===== src/verilog/ptimer_pkg.sv =====
// Constants and types for the 10-bit periodic timer
`default_nettype none
package ptimer_pkg;
	localparam int CNT_W = 10;
	localparam logic [9:0] CNT_MAX = 10'h3FF;
	localparam logic [9:0] CNT_ZERO = 10'h000;
	localparam logic [9:0] CNT_ONE = 10'h001;
	// Avalon word indexes
	localparam logic [2:0] ADDR_CTRL = 3'h0;
	localparam logic [2:0] ADDR_DUTY = 3'h1;
	localparam logic [2:0] ADDR_PERIOD = 3'h2;
	localparam logic [2:0] ADDR_COUNT = 3'h3;
	localparam logic [2:0] ADDR_FLAGS = 3'h4;
	// Control word field positions
	localparam int CTRL_RUN = 0;
	localparam int CTRL_MODE_LO = 1;
	localparam int CTRL_MODE_HI = 2;
	localparam int CTRL_ACT_LO = 3;
	localparam int CTRL_ACT_HI = 4;
	localparam int CTRL_CAP_SRC = 5;
	localparam int CTRL_CLR_SRC = 6;
	localparam int CTRL_INIT_LVL = 7;
	localparam int CTRL_POL = 8;
	// Flag word field positions
	localparam int FLAG_A = 0;
	localparam int FLAG_P = 1;
	localparam logic [31:0] RDATA_ZERO = 32'h0000_0000;

	typedef enum logic [1:0] {
		MODE_COMPARE = 2'b00,
		MODE_CAPTURE = 2'b01,
		MODE_PULSE   = 2'b10,
		MODE_TIMER   = 2'b11
	} mode_e;

	typedef enum logic [1:0] {
		ACT_00 = 2'b00,
		ACT_01 = 2'b01,
		ACT_10 = 2'b10,
		ACT_11 = 2'b11
	} act_e;
endpackage : ptimer_pkg
`default_nettype wire


===== src/verilog/periodic_timer_pulse_capture.sv =====
// Periodic timer with single-pulse output and capture input modes
//
// The register addresses and the Avalon-MM register port were chosen for this implementation.
`default_nettype none
// How it works
// Software picks pulse mode as 10, action 11
// Run bit rising edge starts the pulse
// External pin edge sets run bit in pulse mode
// Run rising starts counter and leading edge
// Clearing run bit ends the pulse
// Compare A match clears run, ends pulse
// Compare A match in pulse mode sets flag
// Pulse counter zeroed only at run rising
// Pulse mode ignores period and clear select
// Software picks capture mode as 01
// Source select picks capture or clock pin
// Action field picks rising, falling or both
// Capture counter starts at run rising edge
// Active edge copies count to duty, sets flag
// Capture counter runs until run bit falls
// Period match zeroes counter, sets flag
// Action 11 disables capture, counter still runs
// Period zero gives full counter range
// Capture mode drives no output function
// Captures happen even if pin drives out
// Counter is 10 bits, tops at 3FF
// Separate flags for compare A and P
// Run rising loads initial output level
// Pins synchronised, edges from sampled pairs
// Pulse output idle between pulses
module periodic_timer_pulse_capture
	import ptimer_pkg::*;
(
	input  wire logic        I_CLK_SYS,
	input  wire logic        I_RST_N,
	input  wire logic [2:0]  I_AVS_ADDRESS,
	input  wire logic        I_AVS_READ,
	input  wire logic        I_AVS_WRITE,
	input  wire logic [31:0] I_AVS_WRITEDATA,
	output logic      [31:0] O_AVS_READDATA,
	output logic             O_AVS_WAITREQUEST,
	input  wire logic        I_EXT_CLOCK_PIN,
	input  wire logic        I_CAPTURE_IN_PIN,
	output logic             O_TIMER_OUT,
	output logic             O_TIMER_OUT_EN,
	output logic             O_COMPARE_A_FLAG,
	output logic             O_COMPARE_P_FLAG
);

	////////////////////////////////////////////////////////////////////////
	// State

	typedef struct packed {
		logic              run_bit;
		mode_e             mode;
		act_e              out_action;
		logic              capture_source_sel;
		logic              clear_source_sel;
		logic              out_initial_level;
		logic              out_polarity;
		logic [CNT_W-1:0]  duty_compare_value;
		logic [CNT_W-1:0]  period_compare_value;
		logic [CNT_W-1:0]  count;
		logic              compare_a_flag;
		logic              compare_p_flag;
		logic              out_level;
		logic              pin;
		logic              ext_meta;
		logic              ext_sync;
		logic              ext_prev;
		logic              cap_meta;
		logic              cap_sync;
		logic              cap_prev;
		logic              ack;
		logic [31:0]       rdata;
	} state_s;

	localparam state_s STATE_RESET = '{
		run_bit:              1'b0,
		mode:                 MODE_COMPARE,
		out_action:           ACT_00,
		capture_source_sel:   1'b0,
		clear_source_sel:     1'b0,
		out_initial_level:    1'b0,
		out_polarity:         1'b0,
		duty_compare_value:   CNT_ZERO,
		period_compare_value: CNT_ZERO,
		count:                CNT_ZERO,
		compare_a_flag:       1'b0,
		compare_p_flag:       1'b0,
		out_level:            1'b0,
		pin:                  1'b0,
		ext_meta:             1'b0,
		ext_sync:             1'b0,
		ext_prev:             1'b0,
		cap_meta:             1'b0,
		cap_sync:             1'b0,
		cap_prev:             1'b0,
		ack:                  1'b0,
		rdata:                RDATA_ZERO
	};

	state_s state;
	state_s next_state;

	////////////////////////////////////////////////////////////////////////
	// Helpers

	// Edge qualifier shared by both capture sources
	function automatic logic edge_hit(input act_e act, input logic now,
			input logic prev);
		case (act)
			ACT_00:  edge_hit = now & ~prev;
			ACT_01:  edge_hit = ~now & prev;
			ACT_10:  edge_hit = now ^ prev;
			default: edge_hit = 1'b0;
		endcase
	endfunction : edge_hit

	// Word address decode shared by every register write
	function automatic logic addr_is(input logic [2:0] addr,
			input logic [2:0] want);
		addr_is = (addr == want);
	endfunction : addr_is

	// Counter-sized values sit in the low bits of a bus word
	function automatic logic [31:0] word_of(input logic [CNT_W-1:0] v);
		word_of = RDATA_ZERO;
		word_of[CNT_W-1:0] = v;
	endfunction : word_of

	function automatic logic [31:0] ctrl_word(input state_s s);
		ctrl_word = RDATA_ZERO;
		ctrl_word[CTRL_RUN] = s.run_bit;
		ctrl_word[CTRL_MODE_HI:CTRL_MODE_LO] = s.mode;
		ctrl_word[CTRL_ACT_HI:CTRL_ACT_LO] = s.out_action;
		ctrl_word[CTRL_CAP_SRC] = s.capture_source_sel;
		ctrl_word[CTRL_CLR_SRC] = s.clear_source_sel;
		ctrl_word[CTRL_INIT_LVL] = s.out_initial_level;
		ctrl_word[CTRL_POL] = s.out_polarity;
	endfunction : ctrl_word

	////////////////////////////////////////////////////////////////////////
	// Next state

	logic             req;
	logic             wr_go;
	logic             run_cmd;
	logic             run_rise;
	logic             ext_rise;
	logic             sel_now;
	logic             sel_prev;
	logic             cap_hit;
	logic [CNT_W-1:0] count_inc;
	logic             a_match;
	logic             p_match;
	logic             pwm_lvl;
	// Write strobes, flag events and the config the pin follows
	logic             wr_ctrl;
	logic             wr_duty;
	logic             wr_period;
	logic             wr_flags;
	logic             set_a;
	logic             set_p;
	logic             clr_a;
	logic             clr_p;
	logic             cfg_init;
	logic             cfg_pol;
	mode_e            cfg_mode;
	act_e             cfg_act;

	always_comb begin
		next_state = state;
		req = I_AVS_READ | I_AVS_WRITE;
		wr_go = I_AVS_WRITE & state.ack;
		// One strobe per writable word, only on the completing cycle
		wr_ctrl = wr_go && addr_is(I_AVS_ADDRESS, ADDR_CTRL);
		wr_duty = wr_go && addr_is(I_AVS_ADDRESS, ADDR_DUTY);
		wr_period = wr_go && addr_is(I_AVS_ADDRESS, ADDR_PERIOD);
		wr_flags = wr_go && addr_is(I_AVS_ADDRESS, ADDR_FLAGS);
		set_a = 1'b0;
		set_p = 1'b0;
		// two flops, then edge pairs
		next_state.ext_meta = I_EXT_CLOCK_PIN;
		next_state.ext_sync = state.ext_meta;
		next_state.ext_prev = state.ext_sync;
		next_state.cap_meta = I_CAPTURE_IN_PIN;
		next_state.cap_sync = state.cap_meta;
		next_state.cap_prev = state.cap_sync;
		ext_rise = state.ext_sync & ~state.ext_prev;

		// Bus: one wait cycle, read data sampled on the first
		next_state.ack = req & ~state.ack;
		if (req && !state.ack) begin
			case (I_AVS_ADDRESS)
				ADDR_CTRL:   next_state.rdata = ctrl_word(state);
				ADDR_DUTY:   next_state.rdata =
					word_of(state.duty_compare_value);
				ADDR_PERIOD: next_state.rdata =
					word_of(state.period_compare_value);
				ADDR_COUNT:  next_state.rdata = word_of(state.count);
				ADDR_FLAGS:  next_state.rdata = {30'h00000000,
					state.compare_p_flag, state.compare_a_flag};
				default:     next_state.rdata = RDATA_ZERO;
			endcase
		end

		run_cmd = state.run_bit;
		if (wr_ctrl) begin
			run_cmd = I_AVS_WRITEDATA[CTRL_RUN];
			next_state.mode =
				mode_e'(I_AVS_WRITEDATA[CTRL_MODE_HI:CTRL_MODE_LO]);
			next_state.out_action =
				act_e'(I_AVS_WRITEDATA[CTRL_ACT_HI:CTRL_ACT_LO]);
			next_state.capture_source_sel = I_AVS_WRITEDATA[CTRL_CAP_SRC];
			next_state.clear_source_sel = I_AVS_WRITEDATA[CTRL_CLR_SRC];
			next_state.out_initial_level = I_AVS_WRITEDATA[CTRL_INIT_LVL];
			next_state.out_polarity = I_AVS_WRITEDATA[CTRL_POL];
		end
		if (wr_duty) begin
			next_state.duty_compare_value = I_AVS_WRITEDATA[CNT_W-1:0];
		end
		if (wr_period) begin
			next_state.period_compare_value = I_AVS_WRITEDATA[CNT_W-1:0];
		end

		// ext pin edge arms the pulse
		if (state.mode == MODE_PULSE && ext_rise) begin
			run_cmd = 1'b1;
		end

		// 10-bit count, wraps past 3FF
		count_inc = state.count + CNT_ONE;
		a_match = state.run_bit && count_inc == state.duty_compare_value;
		// period zero matches only after 3FF wraps
		p_match = state.run_bit && count_inc == state.period_compare_value;

		// compare A ends the pulse
		if (state.mode == MODE_PULSE && a_match) begin
			run_cmd = 1'b0;
		end
		run_rise = run_cmd & ~state.run_bit;
		next_state.run_bit = run_cmd;

		cap_hit = 1'b0;
		if (run_rise) begin
			// sw or pin rising starts it
			// counter starts, leading edge
			// zero only at run rising
			// capture counter starts here
			next_state.count = CNT_ZERO;
			// initial output level
			next_state.out_level = next_state.out_initial_level;
		end else if (state.run_bit) begin
			case (state.mode)
				MODE_PULSE: begin
					// period and clear select unused
					// Hardware stop on A beats a racing sw write
					next_state.count = count_inc;
					if (a_match) begin
						// A match raises request
						set_a = 1'b1;
					end
				end
				MODE_CAPTURE: begin
					// free run until run falls
					// period match wraps, flags
					if (p_match) begin
						next_state.count = CNT_ZERO;
						set_p = 1'b1;
					end else begin
						next_state.count = count_inc;
					end
				end
				default: begin
					if (state.clear_source_sel && state.mode != MODE_PULSE
							&& state.duty_compare_value != CNT_ZERO && a_match) begin
						next_state.count = CNT_ZERO;
					end else if (!state.clear_source_sel && p_match) begin
						next_state.count = CNT_ZERO;
					end else begin
						next_state.count = count_inc;
					end
					if (a_match && state.duty_compare_value != CNT_ZERO) begin
						set_a = 1'b1;
						case (state.out_action)
							ACT_01:  next_state.out_level = 1'b0;
							ACT_10:  next_state.out_level = 1'b1;
							ACT_11:  next_state.out_level = ~state.out_level;
							default: next_state.out_level = state.out_level;
						endcase
					end
					if (p_match && !state.clear_source_sel) begin
						set_p = 1'b1;
					end
				end
			endcase
		end

		// source select picks the pin
		sel_now = state.capture_source_sel ? state.ext_sync : state.cap_sync;
		sel_prev = state.capture_source_sel ? state.ext_prev : state.cap_prev;
		// edge kind from action field
		// action 11 never captures
		// no check of pin direction
		if (state.mode == MODE_CAPTURE) begin
			cap_hit = edge_hit(state.out_action, sel_now, sel_prev);
		end
		if (cap_hit) begin
			// latch count, raise request
			next_state.duty_compare_value = state.count;
			set_a = 1'b1;
		end

		// separate flags, set beats clear
		// Clear is masked by a same-cycle event so none is lost
		clr_a = wr_flags && I_AVS_WRITEDATA[FLAG_A];
		clr_p = wr_flags && I_AVS_WRITEDATA[FLAG_P];
		next_state.compare_a_flag = (state.compare_a_flag & ~clr_a) | set_a;
		next_state.compare_p_flag = (state.compare_p_flag & ~clr_p) | set_p;

		// Pin follows the config written this cycle, so a start
		// write that also changes level or polarity is not a cycle late
		cfg_init = next_state.out_initial_level;
		cfg_pol = next_state.out_polarity;
		cfg_mode = next_state.mode;
		cfg_act = next_state.out_action;
		pwm_lvl = (state.count < state.duty_compare_value)
			? cfg_init : ~cfg_init;
		case (cfg_mode)
			MODE_PULSE: begin
				if (cfg_act == ACT_11) begin
					// pulse ends with run low
					// idle level until next start
					next_state.pin = (next_state.run_bit
						? cfg_init : ~cfg_init) ^ cfg_pol;
				end else begin
					case (cfg_act)
						ACT_00:  next_state.pin = cfg_pol;
						ACT_01:  next_state.pin = ~cfg_pol;
						default: next_state.pin = pwm_lvl ^ cfg_pol;
					endcase
				end
			end
			// capture drives no output
			MODE_CAPTURE: next_state.pin = 1'b0;
			MODE_TIMER:   next_state.pin = 1'b0;
			default:      next_state.pin = next_state.out_level;
		endcase
	end

	////////////////////////////////////////////////////////////////////////
	// Registers

	always_ff @(posedge I_CLK_SYS) begin
		if (!I_RST_N) begin
			state <= STATE_RESET;
		end else begin
			state <= next_state;
		end
	end

	////////////////////////////////////////////////////////////////////////
	// Outputs

	// Waitrequest combinational so the master sees it in the request cycle
	assign O_AVS_WAITREQUEST = (I_AVS_READ | I_AVS_WRITE) & ~state.ack;
	assign O_AVS_READDATA = state.rdata;
	assign O_TIMER_OUT = state.pin;
	assign O_TIMER_OUT_EN = (state.mode == MODE_COMPARE)
		|| (state.mode == MODE_PULSE);
	assign O_COMPARE_A_FLAG = state.compare_a_flag;
	assign O_COMPARE_P_FLAG = state.compare_p_flag;

endmodule : periodic_timer_pulse_capture
`default_nettype wire


===== config.mk =====
export PLATFORM = sky130hd
export DESIGN_NAME = periodic_timer_pulse_capture
export DESIGN_NICKNAME = d
export VERILOG_FILES = /design/src/verilog/ptimer_pkg.sv /design/src/verilog/periodic_timer_pulse_capture.sv
export SDC_FILE = /design/constraint.sdc
export NUM_CORES = 1
export LEC_CHECK = 0
export BUFFER_PORTS_ARGS = -buffer_cell sky130_fd_sc_hd__buf_2
export CAP_MARGIN = 0
export CORE_ASPECT_RATIO = 2
export CORE_MARGIN = 8
export CORE_UTILIZATION = 50
export CTS_CLUSTER_DIAMETER = 150
export DETAILED_ROUTE_END_ITERATION = 6
export HOLD_SLACK_MARGIN = 0.08
export PLACE_DENSITY = 0.77
export SLEW_MARGIN = 40
export SYNTH_ARGS = -nofsm -noshare
export SYNTH_HDL_FRONTEND = slang
export SYNTH_SLANG_ARGS = --single-unit

===== constraint.sdc =====
create_clock -name I_CLK_SYS -period 3.17 [get_ports I_CLK_SYS]
set_input_delay 0.1585 -clock I_CLK_SYS [delete_from_list [all_inputs] [get_ports I_CLK_SYS]]
set_output_delay 0.1585 -clock I_CLK_SYS [all_outputs]
set_load 0.005 [all_outputs]

==> out/metrics.json, run 1 <==
{
  "detail_route.vias_per_cell": 6.161,
  "grt_start_max_net_pins": 39,
  "power.share.combinational_pct": 6.4,
  "power.share.sequential_pct": 39.9,
  "drcViolationCount": 0,
  "routed_wire_length_per_instance_um": 19.21,
  "place_hpwl_mm": 8.776,
  "syn-mean-instance-area_um2": 8.547,
  "clk-insertion-delay-late_ns": 0.33,
  "cts.hold.buffers_added": 2,
  "count_of_different_cell_masters_after_synthesis": 71,
  "cts.sinks": 60,
  "floorplan.initialDensity_pct": 51.08,
  "synth_async_sr_flop_share_pct": 0,
  "mostFrequentLayoutCells": "dfxtp_1, nor2_1, nand2_1, buf_2, mux2i_1",
  "residual_antenna_violating_net_count_after_detailed_routing": 0,
  "share_clk_of_total_power_pct": 53.7,
  "postCtsSetupBuffers": 0,
  "via_count": 3752,
  "portBuffers": 33,
  "final_common_cell": "dfxtp_1",
  "setup-violations-final": 0,
  "netlist_instances": 492,
  "coreArea_mm2": 0.008233,
  "power.density_mw_per_mm2": 421.2,
  "drv.max_cap_violation_count": 0,
  "synthesis.yosys.warnings": 0,
  "irDropWorstVdd_mv": 0.2594,
  "number_of_global_route_vias_before_repair": 3874,
  "total_leakage_power_nw": 1.750,
  "power.internal_mw": 1.496,
  "utilization_pct": 55.68,
  "max_clock_freq_mhz": 332.2,
  "cp_max_fo": 14,
  "final.setup.tns_ns": 0,
  "drive_gt1_share_pct": 17.81,
  "layout_worst_path_cycle_share_pct": 94.97,
  "report.power.total_mw": 1.931,
  "clockRootBuffer": "clkbuf_16",
  "post_place_cells": 591,
  "fp.dieArea_mm2": 0.01178,
  "layout_setup_ws_ns": 0.1595,
  "fraction_of_power_spent_switching_nets_pct": 22.52,
  "dp_slack_ns": 0.2451,
  "grt_first_pass_wirelength_mm": 18.76,
  "yosysSeqAreaShare_pct": 28.56,
  "ys_ff_latch": 60,
  "design.final.nets": 563,
  "synthToLayoutAreaGrowth_pct": 9.015,
  "hold_path.class": "input port to flop",
  "htreeDepth": 3,
  "syn_area_mm2": 0.004205,
  "die_height_um": 145.7,
  "detail_route.wirelength_mm": 11.70,
  "transition_time_at_the_pin_with_the_least_slew_margin_ns": 0.7288,
  "cp.required_ns": 3.45,
  "rows": 47,
  "ioPinCount": 78,
  "resized_cells_post_cts": 0,
  "drt_pre_antenna_iters": 5,
  "die_x_um": 80.85,
  "rsz0062_at_grt": "false",
  "psw_mw": 0.4348,
  "cts_tree": "built",
  "worst_ep_arrival_time_ns": 3.29,
  "final-hold-violation-count": 0,
  "postSynth.topFlopCell": "dfxtp_1",
  "number_of_antenna_violations_at_the_first_check_in_global_routing": 0,
  "antenna_cells_inserted": 0,
  "first_iter_violations": 345,
  "grt_usage_pct": 20.40,
  "synth_enable_flop_cells": 0,
  "setup.worst_path.start_class": "flop",
  "cts_made_buffers": 9,
  "final.setup_skew_ns": 0.003572,
  "finalCriticalPeriod_ns": 3.010,
  "clk_transition_reported_paths_ns": 0.05,
  "path_class": "flop to flop",
  "final_cells": 609,
  "cts-root-to-sink-buffers": 2,
  "place_congestion": 0.9206,
  "worst_slew_margin_rel_pct": 51.30,
  "maxSlewViolCount": 0,
  "status": "completed",
  "grt_remaining_overflow": 0,
  "critical_path.endpoint_type": "flop"
}
## cells by family after synthesis
group / Yosys count / synth area share (%)
AND/OR/NAND/NOR: 181 / 22.82
AO/OA/AOI/OAI: 90 / 16.54
adder cells (fa/ha/maj): 16 / 4.760
multiplexers: 36 / 10.71
XOR/XNOR: 17 / 4.076
flip-flops: 60 / 28.56
other: 1 / 0.08917
buffers and inverters: 91 / 12.44
## synth_stat cells (10+ instances only)
cell type / n / area (um^2)
inv_1: 22 / 82.58
a21oi_1: 14 / 70.07
xnor2_1: 11 / 96.34
nand3_1: 18 / 90.09
dfxtp_1: 60 / 1201
nand2_1: 33 / 123.9
ha_1: 16 / 200.2
mux2i_1: 27 / 270.3
o21ai_0: 10 / 50.05
nor2_1: 49 / 183.9
buf_4: 34 / 255.2
nand4_1: 13 / 81.33
nand2b_1: 12 / 75.07
a311oi_1: 10 / 87.58
clkbuf_1: 18 / 67.56
and2_1: 11 / 68.82
## worst paths after layout
path	start	endpoint	slack (ns)	depth (start not counted)
worst max-delay path	state[47]	O_TIMER_OUT	0.16	8
worst min-delay path	I_AVS_WRITEDATA[6]	state[59]	0.09	3
worst max register to register	state[47]	O_TIMER_OUT	0.16	8
worst min register to register	next_state[37]	next_state[36]	0.43	1
## stage by stage
stage                     area (um^2)  hold slack (ns)
after floorplan                  4284           0.2858
after global placement           4254           0.3626
after detailed placement         4254           0.3735
after CTS                        4584          0.09481
after global routing             4584           0.1069
final                            4584          0.09392
## sequential cells by signal, indices dropped and copies added (netlist names)
name,cells
O_AVS_READDATA,10
O_COMPARE_A_FLAG,1
O_COMPARE_P_FLAG,1
O_TIMER_OUT,1
next_state,4
state,43
## layout make-up
cell class              count  area (um^2)
inverters                  23        86.33
clock buffers              12        236.5
fillers                   744         3649
multi-input cells         362         2566
flip-flops and latches     60         1201
repair buffers             50        297.8
well taps                  98        122.6
clock inverters             4        73.82
## critical path, stage by stage (launching register included)
cell	delay (ns)
dfxtp_1	0.67
and4_4	0.36
nand3_1	0.20
or3_1	0.44
a2bb2oi_2	0.31
a31oi_2	0.20
mux2i_1	0.18
or4b_1	0.47
nand4_1	0.10
## metal layers
metal,GRT usage (%),vias to the layer above,wire [um]
li1,-,1737,-
met1,19.76,1791,3952
met2,35.89,168,6320
met3,2.970,56,608
met5,0,-,0
met4,16.67,0,817
## power groups by stage
stage	clock (mW)	sequential (mW)	combinational (mW)
after floorplan	0	0.784	0.102
after global placement	0	0.786	0.116
after detailed placement	0	0.787	0.119
after CTS	1.05	0.771	0.121
after global routing	1.08	0.771	0.134
final	1.04	0.771	0.124
(Power assumes the default switching activity.)
==> run 2: changes to the inputs <==
--- a/config.mk
+++ b/config.mk
@@ -5,6 +5,7 @@
 export SDC_FILE = /design/constraint.sdc
 export NUM_CORES = 1
 export LEC_CHECK = 0
+export ABC_AREA = 1
 export BUFFER_PORTS_ARGS = -buffer_cell sky130_fd_sc_hd__buf_2
 export CAP_MARGIN = 0
 export CORE_ASPECT_RATIO = 2
==> run 2 against run 1 <==
  * Sequential power about the same
  * Die area decreased by 5.5%
  * Wire length decreased by 1.4%
  * Power increased by 1.4%
  * Setup slack improved by 0.28 ns
  * Register-to-register slack improved by 0.28 ns
  * Hold slack improved by 0.0090 ns
  * Highest routed layer unchanged
  * Count of clock-buffer cells in the layout decreased by 1
  * Synthesized area decreased by 6.5%
  * Via count increased by 2.9%
  * First-iteration DRC count decreased by 1.2%
  * Critical endpoint is now state[44]
  * Largest power group unchanged
  * Synthesized cell count increased by 18%
==> out/metrics.json, run 2 <==
{
  "design.final.nets": {"value": 657, "change": "+17%"},
  "clk-insertion-delay-late": {"value": 0.34, "unit": "ns", "change": "about the same"},
  "hold_ws": {"value": 0.1029, "unit": "ns", "change": "+0.009021 ns"},
  "path_class": "flop to flop",
  "ys_ff_latch": {"value": 60, "change": "unchanged"},
  "number_of_antenna_violations_at_the_first_check_in_global_routing": {"value": 0, "change": "unchanged"},
  "cts_made_buffers": {"value": 9, "change": "unchanged"},
  "synth_top_area_share": {"value": 30.54, "unit": "%", "change": "+2.0 points"},
  "grt_start_max_net_pins": {"value": 30, "change": "-23%"},
  "hold_path.class": "input port to flop",
  "ioPinCount": {"value": 78, "change": "unchanged"},
  "power.density": {"value": 450.4, "unit": "mW/mm^2", "change": "+6.9%"},
  "detail_route.vias_per_cell": {"value": 5.505, "change": "-11%"},
  "drive_gt1_share": {"value": 14.88, "unit": "%", "change": "-2.9 points"},
  "htreeDepth": {"value": 3, "change": "unchanged"},
  "cts_tree": "built",
  "layout_worst_path_cycle_share": {"value": 86.14, "unit": "%", "change": "-8.8 points"},
  "setup-violations-final": {"value": 0, "change": "unchanged"},
  "source_of_the_critical_timing_path": "state[43]",
  "finalCriticalPeriod": {"value": 2.730, "unit": "ns", "change": "-0.2800 ns"},
  "psw": {"value": 0.4504, "unit": "mW", "change": "+3.6%"},
  "largest_register_ffs": {"value": 43, "change": "unchanged"},
  "postLayoutCellArea": {"value": 0.004347, "unit": "mm^2", "change": "-5.2%"},
  "routed_wire_length_per_instance": {"value": 16.45, "unit": "um", "change": "-14%"},
  "place_area": {"value": 0.004009, "unit": "mm^2", "change": "-5.8%"},
  "rsz0062_at_grt": "false",
  "die_height": {"value": 141.4, "unit": "um", "change": "-2.9%"},
  "final.setup.tns": {"value": 0, "unit": "ns", "change": "unchanged"},
  "portBuffers": {"value": 33, "change": "unchanged"},
  "hold_start": "I_AVS_WRITEDATA[0]",
  "resized_cells_post_cts": {"value": 0, "change": "unchanged"},
  "drv.max_cap_violation_count": {"value": 0, "change": "unchanged"},
  "post_place_cells": {"value": 683, "change": "+16%"},
  "postCtsSetupBuffers": {"value": 0, "change": "unchanged"},
  "fp.dieArea": {"value": 0.01113, "unit": "mm^2", "change": "-5.5%"},
  "cts.sinks": {"value": 60, "change": "unchanged"},
  "place_hpwl": {"value": 8.619, "unit": "mm", "change": "-1.8%"},
  "synth_enable_flop_cells": {"value": 0, "change": "unchanged"},
  "antenna_cells_inserted": {"value": 0, "change": "unchanged"},
  "power.share.combinational": {"value": 6.6, "unit": "%", "change": "+0.2 points"},
  "yosysMostFrequentCell": "nand2_1",
  "place_congestion": {"value": 0.9588, "change": "+4.1%"},
  "rows": {"value": 46, "change": "-2.1%"},
  "syn-mean-instance-area": {"value": 6.780, "unit": "um^2", "change": "-21%"},
  "synthToLayoutAreaGrowth_pct": 10.53,
  "cp.required": {"value": 3.39, "unit": "ns", "change": "-0.06 ns"},
  "synth.top_cells.by_area": "dfxtp_1, nand2_1, buf_4",
  "via_count": {"value": 3859, "change": "+2.9%"},
  "transition_time_at_the_pin_with_the_least_slew_margin": {"value": 0.7365, "unit": "ns", "change": "+0.007688 ns"},
  "final_common_cell": "nand2_1",
  "die_x": {"value": 78.71, "unit": "um", "change": "-2.6%"},
  "postSynth.topFlopCell": "dfxtp_1",
  "irDropWorstVdd": {"value": 0.4257, "unit": "mV", "change": "+64%"},
  "final.setup_skew": {"value": 0.003932, "unit": "ns", "change": "+0.0003606 ns"},
  "yosysSeqAreaShare": {"value": 30.54, "unit": "%", "change": "+2.0 points"},
  "layout_setup_ws": {"value": 0.4395, "unit": "ns", "change": "+0.2800 ns"},
  "share_clk_of_total_power": {"value": 53.9, "unit": "%", "change": "+0.2 points"},
  "syn_area": {"value": 0.003933, "unit": "mm^2", "change": "-6.5%"},
  "worst_ep_arrival_time": {"value": 2.95, "unit": "ns", "change": "-0.34 ns"},
  "final_cells": {"value": 701, "change": "+15%"},
  "drcViolationCount": {"value": 0, "change": "unchanged"},
  "cp_max_fo": {"value": 10, "change": "-4"},
  "synth_async_sr_flop_share": {"value": 0, "unit": "%", "change": "unchanged"},
  "netlist.top_cell.by_area": "dfxtp_1",
  "final-hold-violation-count": {"value": 0, "change": "unchanged"},
  "max_clock_freq": {"value": 366.2, "unit": "MHz", "change": "+10%"},
  "top_cells_by_instance_count_after_synthesis": "nand2_1, dfxtp_1, inv_1",
  "registers.top_by_ff_count": "state",
  "dp_slack": {"value": 0.5064, "unit": "ns", "change": "+0.2613 ns"},
  "residual_antenna_violating_net_count_after_detailed_routing": {"value": 0, "change": "unchanged"},
  "number_of_global_route_vias_before_repair": {"value": 3522, "change": "-9.1%"},
  "setup.worst_path.start_class": "flop",
  "grt_remaining_overflow": {"value": 0, "change": "unchanged"},
  "clockRootBuffer": "clkbuf_16",
  "mostFrequentLayoutCells": "nand2_1, dfxtp_1, inv_1, nor2_1, a21oi_1",
  "fraction_of_power_spent_switching_nets": {"value": 23.01, "unit": "%", "change": "+0.49 points"},
  "status": "completed",
  "clk_transition_reported_paths": {"value": 0.05, "unit": "ns", "change": "about the same"},
  "synthesis.yosys.warnings": {"value": 0, "change": "unchanged"},
  "power.share.sequential": {"value": 39.5, "unit": "%", "change": "-0.4 points"},
  "grt_usage": {"value": 20.75, "unit": "%", "change": "+0.35 points"},
  "maxSlewViolCount": {"value": 0, "change": "unchanged"},
  "detail_route.wirelength": {"value": 11.53, "unit": "mm", "change": "-1.4%"},
  "count_of_different_cell_masters_after_synthesis": {"value": 43, "change": "-39%"},
  "floorplan.initialDensity": {"value": 50.61, "unit": "%", "change": "-0.47 points"},
  "cts-root-to-sink-buffers": {"value": 2, "change": "unchanged"},
  "coreArea": {"value": 0.007770, "unit": "mm^2", "change": "-5.6%"},
  "power.internal": {"value": 1.507, "unit": "mW", "change": "+0.72%"},
  "first_iter_violations": {"value": 341, "change": "-1.2%"},
  "worst_slew_margin_rel": {"value": 50.78, "unit": "%", "change": "-0.51 points"},
  "ff_to_ff_start": "state[43]",
  "critical_path.endpoint_type": "flop",
  "netlist_instances": {"value": 580, "change": "+18%"},
  "total_leakage_power": {"value": 1.879, "unit": "nW", "change": "+7.4%"},
  "drt_pre_antenna_iters": {"value": 5, "change": "unchanged"},
  "grt_first_pass_wirelength": {"value": 18.08, "unit": "mm", "change": "-3.6%"}
}
## run 2: changes by cell type after synthesis, sizes merged, moves of 9 or more
cell and change:
xnor2 -10, mux2i -27, nor2 +13, and2 -10, o21ai +22, inv +35
buf -12, a21oi +21, nand3 +14, o2111ai +9, nand2b -12, nand2 +134
## run 2: worst paths after layout
| kind | end | cells past startpoint | slack, ns |
|---|---|---|---|
| max | state[44] | 11 | 0.44 |
| min | state[63] | 3 | 0.10 |
| max reg2reg | state[44] | 11 | 0.44 |
| min reg2reg | next_state[33] | 2 | 0.42 |
## run 2: repair_timing
item,in CTS,in global routing
hold buffers,2,0
endpoints found under the setup margin,0,0
hold endpoints to repair,2,0
## run 2: layout make-up
class / count / area (um^2)
fill: 762 / 3423
multi-input combinational: 429 / 2263
tap: 96 / 120.1
sequential: 60 / 1201
timing repair buffer: 39 / 215.2
clock buffer: 11 / 242.7
inverter: 61 / 229.0
clock inverter: 5 / 75.07
## run 2: layer usage
metal,vias up,share of wire [%],GRT usage (%)
met5,-,0,0
met4,0,5.0,14.85
met3,41,6.0,3.359
met2,153,49,33.89
met1,1769,40,23.68
li1,1896,-,-
## run 2: stage by stage
stage                     util (%)  total power, mW
after global routing         55.94            2.004
after detailed placement     51.59           0.9126
after floorplan                  -           0.8876
final                        55.94            1.958
after global placement       51.53           0.9091
after CTS                    55.94            1.958
## run 2: critical path, stage by stage (launching register included)
cell and delay [ns]:
dfxtp_1 0.58, ha_1 0.26, nand2_2 0.12, o21bai_1 0.20
nand2_1 0.19, nand2_1 0.11, nand2_1 0.08, nor3_4 0.23
and2_4 0.22, nand4_2 0.29, nand4_1 0.23, a21oi_1 0.08
## run 2: cells by family (layout without fill, tap and decap cells)
kind of cell | Yosys count | after routing | share of synthesized area [%]
simple gates | 288 | 288 | 33.57
buf+inv | 112 | 116 | 14.03
compound gates | 99 | 99 | 15.78
flops | 60 | 60 | 30.54
fa+ha+maj | 16 | 16 | 5.091
xor+xnor | 4 | 4 | 0.8910
other cells | 1 | 22 | 0.09536
## run 2: power by group through the flow
| stage | combinational (mW) | sequential, mW | clock (mW) |
|---|---|---|---|
| global route | 0.142 | 0.774 | 1.09 |
| CTS | 0.126 | 0.773 | 1.06 |
| detailed placement | 0.123 | 0.789 | 0 |
| floorplan | 0.101 | 0.786 | 0 |
| global placement | 0.120 | 0.789 | 0 |
| finish | 0.129 | 0.774 | 1.05 |
